**config.mk**
```make
export PLATFORM = sky130hd
export DESIGN_NAME = dtc_timer
export DESIGN_NICKNAME = d
export VERILOG_FILES = /design/src/shared/dtc_pkg.sv /design/src/hdl/dtc_tick_gen.sv /design/src/hdl/dtc_timer.sv
export SDC_FILE = /design/constraint.sdc
export NUM_CORES = 1
export LEC_CHECK = 0
export BUFFER_PORTS_ARGS = -buffer_cell sky130_fd_sc_hd__buf_2
export CAP_MARGIN = 20
export CORE_MARGIN = 3
export CORE_UTILIZATION = 46
export DETAILED_ROUTE_END_ITERATION = 10
export PLACE_DENSITY = 0.67
export SETUP_SLACK_MARGIN = 0.02
export SLEW_MARGIN = 25
export SYNTH_ARGS = -nofsm -noshare
export SYNTH_HDL_FRONTEND = slang
export SYNTH_SLANG_ARGS = --single-unit
```
**constraint.sdc**
```tcl
create_clock -name sys_clk -period 6.7 [get_ports sys_clk]
set_clock_uncertainty 0.05 [all_clocks]
set_input_delay 1.34 -clock sys_clk [delete_from_list [all_inputs] [get_ports sys_clk]]
set_output_delay 1.34 -clock sys_clk [all_outputs]
set_load 0.02 [all_outputs]
```
**src/shared/dtc_pkg.sv**
```systemverilog
// ============================================================
// Shared constants and types for the dual timer/event counter
package dtc_pkg;

    // ============================================================
    // Counter widths and values
    localparam int CNT_W = 8;
    localparam logic [7:0] CNT_ZERO = 8'h00;
    localparam logic [7:0] CNT_TOP = 8'hff;
    localparam logic [7:0] CMP_RESET = 8'h00;

    // ============================================================
    // Count clock selection codes
    localparam logic [2:0] SEL_FALL = 3'h0;
    localparam logic [2:0] SEL_RISE = 3'h1;
    localparam logic [2:0] SEL_DIV4 = 3'h2;
    localparam logic [2:0] SEL_DIV8 = 3'h3;
    localparam logic [2:0] SEL_DIV16 = 3'h4;
    localparam logic [2:0] SEL_DIV32 = 3'h5;
    localparam logic [2:0] SEL_DIV128 = 3'h6;
    localparam logic [2:0] SEL_DIV512 = 3'h7;

    // ============================================================
    // Divider: a tick falls when all masked low bits are ones
    localparam int DIV_W = 9;
    localparam logic [8:0] DIV_ZERO = 9'h000;
    localparam logic [8:0] DIV_ONE = 9'h001;
    localparam logic [8:0] MASK_DIV4 = 9'h003;
    localparam logic [8:0] MASK_DIV8 = 9'h007;
    localparam logic [8:0] MASK_DIV16 = 9'h00f;
    localparam logic [8:0] MASK_DIV32 = 9'h01f;
    localparam logic [8:0] MASK_DIV128 = 9'h07f;
    localparam logic [8:0] MASK_DIV512 = 9'h1ff;

    // ============================================================
    // Per-timer control word
    typedef struct packed {
        logic count_enable;
        logic pwm_mode_select;
        logic invert_or_polarity_select;
        logic output_enable;
        logic output_set_request;
        logic output_clear_request;
        logic [2:0] prescaler_select;
    } dtc_ctrl_t;

    // PWM waveform phase
    typedef enum logic [1:0] {
        PWM_WAIT = 2'b00,
        PWM_ACTIVE = 2'b01,
        PWM_INACTIVE = 2'b10
    } dtc_pwm_state_t;

endpackage
```
**src/hdl/dtc_tick_gen.sv**
```systemverilog
`timescale 1ns/100ps
// ============================================================
// Count clock source: external edge or internal divider
module dtc_tick_gen
    import dtc_pkg::*;
(
    // Clock and reset
    input wire logic sys_clk,
    input wire logic rst_n,
    // Selection and control
    input wire logic [2:0] clock_select,
    input wire logic run,
    input wire logic read_hold,
    // Pin
    input wire logic event_input,
    // Count pulse
    output logic tick
);

    logic sync1_reg;
    logic sync2_reg;
    logic prev_reg;
    logic pend_reg;
    logic [8:0] div_reg;
    logic [8:0] mask;
    logic rise;
    logic fall;
    logic raw;

    // Two-stage synchroniser, then a delayed copy for edges
    always_ff @(posedge sys_clk) begin
        if (!rst_n) begin
            sync1_reg <= 1'b0;
            sync2_reg <= 1'b0;
            prev_reg <= 1'b0;
        end else begin
            sync1_reg <= event_input;
            sync2_reg <= sync1_reg;
            prev_reg <= sync2_reg;
        end
    end

    assign rise = sync2_reg & ~prev_reg;
    assign fall = ~sync2_reg & prev_reg;

    // Divider held at zero while stopped, so no stray tick
    always_ff @(posedge sys_clk) begin
        if (!rst_n || !run) begin
            div_reg <= DIV_ZERO;
        end else begin
            div_reg <= div_reg + DIV_ONE;
        end
    end

    // Code decode for the count source
    assign mask = (clock_select == SEL_DIV4) ? MASK_DIV4 :
                  (clock_select == SEL_DIV8) ? MASK_DIV8 :
                  (clock_select == SEL_DIV16) ? MASK_DIV16 :
                  (clock_select == SEL_DIV32) ? MASK_DIV32 :
                  (clock_select == SEL_DIV128) ? MASK_DIV128 :
                  MASK_DIV512;
    assign raw = (clock_select == SEL_FALL) ? fall :
                 (clock_select == SEL_RISE) ? rise :
                 ((div_reg & mask) == mask);

    // Only one pulse landing during a read is held back; the rest are lost
    always_ff @(posedge sys_clk) begin
        if (!rst_n || !run) begin
            pend_reg <= 1'b0;
        end else begin
            pend_reg <= read_hold & (raw | pend_reg);
        end
    end

    assign tick = run & ~read_hold & (raw | pend_reg);

endmodule // dtc_tick_gen

```
**src/hdl/dtc_timer.sv**
```systemverilog
`timescale 1ns/100ps
// ============================================================
module dtc_timer
    import dtc_pkg::*;
(
    // Clock and reset
    input wire logic sys_clk,
    input wire logic rst_n,
    // Control words
    input wire dtc_ctrl_t mode_control_one,
    input wire dtc_ctrl_t mode_control_two,
    input wire logic cascade_select,
    // Compare writes
    input wire logic [7:0] compare_one,
    input wire logic compare_write_one,
    input wire logic [7:0] compare_two,
    input wire logic compare_write_two,
    // Counter read strobes
    input wire logic counter_read_one,
    input wire logic counter_read_two,
    // Event pins
    input wire logic event_input_one,
    input wire logic event_input_two,
    // Counter values
    output logic [7:0] counter_one,
    output logic [7:0] counter_two,
    // Match interrupts
    output logic match_irq_one,
    output logic match_irq_two,
    // Timer output pins
    output logic timer_output_one,
    output logic timer_output_one_oe,
    output logic timer_output_two,
    output logic timer_output_two_oe
);

    // ============================================================
    // Per-channel views of the ports
    dtc_ctrl_t ctrl [2];
    logic [7:0] cmp_wdata [2];
    logic cmp_write [2];
    logic read_req [2];
    logic event_pin [2];
    logic [7:0] cnt_w [2];
    logic irq_w [2];
    logic pin_w [2];
    logic oe_w [2];
    logic tick_w [2];
    logic run_w [2];

    assign ctrl[0] = mode_control_one;
    assign ctrl[1] = mode_control_two;
    assign cmp_wdata[0] = compare_one;
    assign cmp_wdata[1] = compare_two;
    assign cmp_write[0] = compare_write_one;
    assign cmp_write[1] = compare_write_two;
    assign read_req[0] = counter_read_one;
    assign read_req[1] = counter_read_two;
    assign event_pin[0] = event_input_one;
    assign event_pin[1] = event_input_two;

    assign counter_one = cnt_w[0];
    assign counter_two = cnt_w[1];
    assign match_irq_one = irq_w[0];
    assign match_irq_two = irq_w[1];
    assign timer_output_one = pin_w[0];
    assign timer_output_two = pin_w[1];
    assign timer_output_one_oe = oe_w[0];
    assign timer_output_two_oe = oe_w[1];

    // ============================================================
    // Cascade terms shared by both channels
    logic casc;
    logic low_full;
    logic full_match;
    logic both_off;
    logic [7:0] cmp_cur [2];

    assign casc = cascade_select;
    // Low byte about to carry into the high byte
    assign low_full = (cnt_w[0] == CNT_TOP);
    // Both bytes equal their compares in the same tick
    assign full_match = casc && (cnt_w[0] == cmp_cur[0]) &&
                        (cnt_w[1] == cmp_cur[1]);
    // The chain is only zeroed when both enables are low
    assign both_off = !ctrl[0].count_enable && !ctrl[1].count_enable;

    // ============================================================
    // One counter, compare and output stage per channel
    genvar i;
    generate
        for (i = 0; i < 2; i = i + 1) begin : g_ch
            logic [7:0] cnt_reg;
            logic [7:0] cnt_next;
            logic [7:0] cmp_reg;
            logic [7:0] cmp_act_reg;
            logic irq_reg;
            logic lvl_reg;
            logic pin_reg;
            logic oe_reg;
            dtc_pwm_state_t pwm_reg;
            dtc_pwm_state_t pwm_next;
            logic pwm;
            logic run;
            logic zero;
            logic step;
            logic inc;
            logic hit;
            logic clr;
            logic ovf;
            logic irq_ev;
            logic pwm_level;
            logic wave;

            // Second channel follows the first enable in cascade
            assign run = (casc && i == 1) ? ctrl[0].count_enable
                                          : ctrl[i].count_enable;
            assign run_w[i] = run;
            // Counter forced to zero while its enable is low; in cascade only while both are
            assign zero = (casc && i == 1) ? both_off
                        : (casc ? both_off : !ctrl[i].count_enable);
            // PWM is an individual-mode feature only
            assign pwm = ctrl[i].pwm_mode_select && !casc;

            // Count pulse: chained channels share the first source
            assign step = casc ? tick_w[0] : tick_w[i];
            assign inc = (casc && i == 1) ? low_full : 1'b1;
            assign hit = (cnt_reg == cmp_cur[i]);
            assign clr = casc ? full_match : (hit && !pwm);
            assign ovf = (cnt_reg == CNT_TOP);

            // Match interrupt, never in PWM; high byte keeps its own
            assign irq_ev = step && (casc ? ((i == 0) ? full_match
                        : (hit && (full_match || low_full)))
                        : (hit && !pwm));

            // Next count; a compare below the count wraps first
            assign cnt_next = zero ? CNT_ZERO
                : !(step && run) ? cnt_reg
                : clr ? CNT_ZERO
                : inc ? 8'(cnt_reg + 8'h01)
                : cnt_reg;

            // Compare in use: PWM takes the shadow copy
            assign cmp_cur[i] = pwm ? cmp_act_reg : cmp_reg;

            // Compare register and its PWM shadow
            always_ff @(posedge sys_clk) begin
                if (!rst_n) begin
                    cmp_reg <= CMP_RESET;
                    cmp_act_reg <= CMP_RESET;
                end else begin
                    if (cmp_write[i]) begin
                        cmp_reg <= cmp_wdata[i];
                    end
                    if (!pwm || !run || (step && ovf)) begin
                        cmp_act_reg <= cmp_reg;
                    end
                end
            end

            // Counter and interrupt pulse
            always_ff @(posedge sys_clk) begin
                if (!rst_n) begin
                    cnt_reg <= CNT_ZERO;
                    irq_reg <= 1'b0;
                end else begin
                    cnt_reg <= cnt_next;
                    irq_reg <= irq_ev && run && !zero;
                end
            end

            // PWM phase: wait for overflow, active up to the match
            always_comb begin
                pwm_next = pwm_reg;
                if (!pwm || !run) begin
                    pwm_next = PWM_WAIT;
                end else if (step) begin
                    case (pwm_reg)
                        PWM_WAIT: begin
                            if (ovf) begin
                                pwm_next = PWM_ACTIVE;
                            end
                        end
                        PWM_ACTIVE: begin
                            if (hit && !ovf) begin
                                pwm_next = PWM_INACTIVE;
                            end
                        end
                        PWM_INACTIVE: begin
                            if (ovf) begin
                                pwm_next = PWM_ACTIVE;
                            end
                        end
                        default: begin
                            pwm_next = PWM_WAIT;
                        end
                    endcase
                end
            end

            always_ff @(posedge sys_clk) begin
                if (!rst_n) begin
                    pwm_reg <= PWM_WAIT;
                end else begin
                    pwm_reg <= pwm_next;
                end
            end

            // Active level inverted when low-active polarity chosen
            assign pwm_level = (pwm_reg == PWM_ACTIVE) ^
                               ctrl[i].invert_or_polarity_select;

            // Software level; a lone set or clear request takes priority over toggling
            always_ff @(posedge sys_clk) begin
                if (!rst_n) begin
                    lvl_reg <= 1'b0;
                end else if (ctrl[i].output_set_request &&
                             !ctrl[i].output_clear_request) begin
                    lvl_reg <= 1'b1;
                end else if (!ctrl[i].output_set_request &&
                             ctrl[i].output_clear_request) begin
                    lvl_reg <= 1'b0;
                end else if (irq_ev && run && !zero &&
                             ctrl[i].invert_or_polarity_select) begin
                    lvl_reg <= !lvl_reg;
                end
            end

            // Waveform choice between PWM and toggle level
            assign wave = pwm ? pwm_level : lvl_reg;

            // Pin stage: disabled output is not driven
            always_ff @(posedge sys_clk) begin
                if (!rst_n) begin
                    pin_reg <= 1'b0;
                    oe_reg <= 1'b0;
                end else begin
                    pin_reg <= ctrl[i].output_enable & wave;
                    oe_reg <= ctrl[i].output_enable;
                end
            end

            assign cnt_w[i] = cnt_reg;
            assign irq_w[i] = irq_reg;
            assign pin_w[i] = pin_reg;
            assign oe_w[i] = oe_reg;
        end
    endgenerate

    // ============================================================
    // Count clock sources; a read stalls the chain as a whole
    logic hold_one;
    logic hold_two;

    assign hold_one = counter_read_one || (casc && counter_read_two);
    assign hold_two = counter_read_two;

    dtc_tick_gen u_tick_one (
        .sys_clk(sys_clk),
        .rst_n(rst_n),
        .clock_select(ctrl[0].prescaler_select),
        .run(run_w[0]),
        .read_hold(hold_one),
        .event_input(event_pin[0]),
        .tick(tick_w[0])
    );

    // Second source stays stopped in cascade, its setting unused
    dtc_tick_gen u_tick_two (
        .sys_clk(sys_clk),
        .rst_n(rst_n),
        .clock_select(ctrl[1].prescaler_select),
        .run(run_w[1] && !casc),
        .read_hold(hold_two),
        .event_input(event_pin[1]),
        .tick(tick_w[1])
    );

    // Divider restarts from zero on enable, so the first tick
    // may come up to one count period late.

endmodule // dtc_timer

```
==> results by group <==
Outcome
  – Run status: complete, no violations

Clocking
  – CTS max path bufs: 2
  – CTS tree: yes
  – Latest clock arrival within the worst-skew pair: 0.36 ns
  – TritonCTS buffer count: 9
  – Post-CTS sizing: 0
  – Clock transition at path regs: 0.08 ns
  – Htree depth: 3
  – CTS Hold Bufs: 0
  – Sink Count: between 80 and 90
  – Post-CTS setup buffer count: 0
  – Clk root buf: clkbuf_8

Routing
  – DRT Pass-1 Iters: 4
  – Routed wire length: 10.4 mm
  – DR WL/cell: 14.9 um
  – Vias: 3909
  – ANT nets after route: 0
  – Drt drc: 0
  – Drt via density: 5.58
  – Initial DRC Count: 160

Min path
  – Hold Crit Class: reg2reg
  – Hold wc startpoint: u_tick_two.sync1_reg
  – Hold Crit Depth: 1

Layout
  – Register area: 1720 sq um
  – Ant diodes: 0
  – Share of layout cells above drive strength 1: 16.2%
  – Nets: 619
  – Fill count: approximately 840
  – Most frequent cells in the layout: dfxtp_1, buf_2, nor2_1, nand3_1, o21ai_0
  – Commonest non-fill, non-tap cell in the layout: dfxtp_1
  – Multi-input gate area: 2510 sq um
  – Layout area overhead: 14.8%
  – Non-Filler Instances: 700
  – Final Cell Area: 5030 sq um

Synthesis
  – Post-synth EDFFs: 0
  – Largest family of logic cells by synthesized area: simple AND/OR/NAND/NOR gates
  – Post-synthesis compound-gate area fraction: 17.7%
  – Adder-Cell Fraction of Synth Area: 2.00%
  – Synth Warn #: 0
  – Sequential-to-total area share from yosys stat: 39.3%
  – Post-synthesis mux area share: under 10%
  – Async S/R FF share, synth: 0%
  – Synth Area in Simple Gates: 23.6%
  – Most used flip-flop cell after synthesis: dfxtp_1
  – Distinct cell type count after synthesis: 60
  – Number of synthesized register bits: 86
  – Mean post-synth cell area: 8.58 sq um
  – Mapped Cells: 511
  – Synthesized area: 4380 sq um
  – Xor-xnor portion of the synthesized cell area: 7.19%
  – Mapped Nets: 561

Timing
  – Final Slew Violations: 0
  – Final setup viols: 0
  – Period utilization: 55.5%
  – Unrepaired setup endpoints after global routing: no
  – Slew @ Worst Pin: approximately 0.85 ns
  – Final worst slack: 2.98 ns
  – Fmax: 0.269 GHz
  – Fin crit period: ~3.7 ns
  – Hold slack final: 0.401 ns
  – Relative slew slack: 43.1%
  – Setup TNS: 0 ns
  – Final Hold Fails: 0

Die
  – I/O pin cnt: 65
  – # rows: 34
  – Die Area: approximately 11000 sq um
  – Core Area: 8980 sq um
  – Initial Util: 48.8%
  – Die width: 104 um
  – Die Height: 104 um

Global route
  – Met2 GRT Util: 31.6%
  – Met3 Use GR: under 10%
  – Vias in the first global route: 3751
  – GRT overflow: 0
  – GRT busiest layer: met2
  – GRT met1 Usage: 24.3%
  – Largest net degree at the start of global routing: 36
  – Total global-route track usage: 19.1%
  – Initial antenna violation count: 0
  – First-pass GRT wire length: 17.4 mm

Place
  – Post-DP Area: 4800 sq um
  – Global placer's final weighted congestion: 0.857
  – PortBufs: 64
  – HPWL after DPL: 7.81 mm
  – Placed Instances: 684
  – Setup WS pre-CTS: 2.65 ns

Power and ir drop
  – Peak supply drop: 0.112 mV
  – Pwr dens: roughly 210 nW/um^2
  – Leakage: between 2 and 2.5 nW

Setup path
  – CP Depth: 7
  – R2R cell count: 6
  – CP Class: in2reg
  – CP max stage cell: a2111oi_0
  – RR Startpoint: counter_two[6]
  – Worst setup startpoint: cascade_select
  – Critical Path End Type: flip-flop
  – Data required, critical path: approximately 6.9 ns
  – CP peak stage delay: approximately 0.71 ns
  – Critical path fanouts, max: 16
  – Critical-path cell list: buf_2, nor2b_1, a2111oi_0, o211ai_1, o31a_1, or4_1, a211oi_1
  – CP Launch Type: input pin
  – Crit path max-delay family: compound AO/OA/AOI/OAI gates
  – Worst path arrival time: 3.92 ns
  – Crit path buf inv count: 1

Job
  – Max-Cap Viols: 0
==> cell usage after synthesis (7+ instances only) <==
master    count  share of area (%)
inv_1        21                1.8
dfxtp_1      86                 39
nor2b_1      10                1.4
xor2_1       19                3.8
a21oi_1      21                2.4
and3_1       17                2.4
and2_1       12                1.7
nand2_1      20                1.7
nand3_1      30                3.4
nand2b_1     10                1.4
a211oi_1     10                1.7
o31ai_1       7                1.2
clkbuf_1     12                1.0
nor2_1       62                5.3
ha_1          7                2.0
xnor2_1      17                3.4
o21ai_0      27                3.1
mux2i_1      25                5.7
nor3_1        7               0.80
==> stage by stage <==
| stage | utilization [%] | power (mW) |
|---|---|---|
| after detailed placement | 53.5 | 0.656 |
| final | 56.0 | 1.06 |
| after CTS | 56.0 | 1.07 |
| after floorplan | - | 0.620 |
| after global placement | 53.5 | 0.653 |
| after global routing | 56.0 | 1.11 |
==> per-layer routing <==
| metal | part of all wire (%) | vias to the layer above |
|---|---|---|
| met3 | 4.4 | 20 |
| met1 | 47 | 1855 |
| met2 | 46 | 89 |
| li1 | - | 1945 |
| met5 | 0 | - |
| met4 | 2.1 | 0 |
==> cells by family (layout without fill, tap and decap cells) <==
kind of cell | after synthesis | in the layout
AOI/OAI and AO/OA | 114 | 114
xor gates and xnor gates | 36 | 36
adders and majority gates | 7 | 7
buffers and inverters | 40 | 103
DFF | 86 | 86
muxes | 29 | 29
and+or+nand+nor | 199 | 199
==> where the power goes <==
group / switching [mW] / leakage, nW / internal (mW)
clock network: 0.195 / 0.113 / 0.223
logic: 0.0599 / 1.26 / 0.0470
registers: 0.0127 / 0.700 / 0.526
total: 0.267 / 2.07 / 0.796
==> layout make-up <==
| cell class | count | share of cell area (%) |
|---|---|---|
| multi-input cells | 385 | 49.9 |
| clock inverters | 6 | 1.87 |
| repair buffers | 65 | 6.52 |
| flip-flops and latches | 86 | 34.2 |
| clock buffers | 10 | 2.74 |
| inverters | 22 | 1.64 |
| well taps | 126 | 3.13 |
==> path summary, 6_finish.rpt <==
check | endpoint | slack (ns)
max | counter_two[4] | 2.98
max reg2reg | counter_two[4] | 3.81
min reg2reg | u_tick_two.sync2_reg | 0.40
min | u_tick_two.sync2_reg | 0.40
No activity file was read; power rests on OpenSTA's default activity.
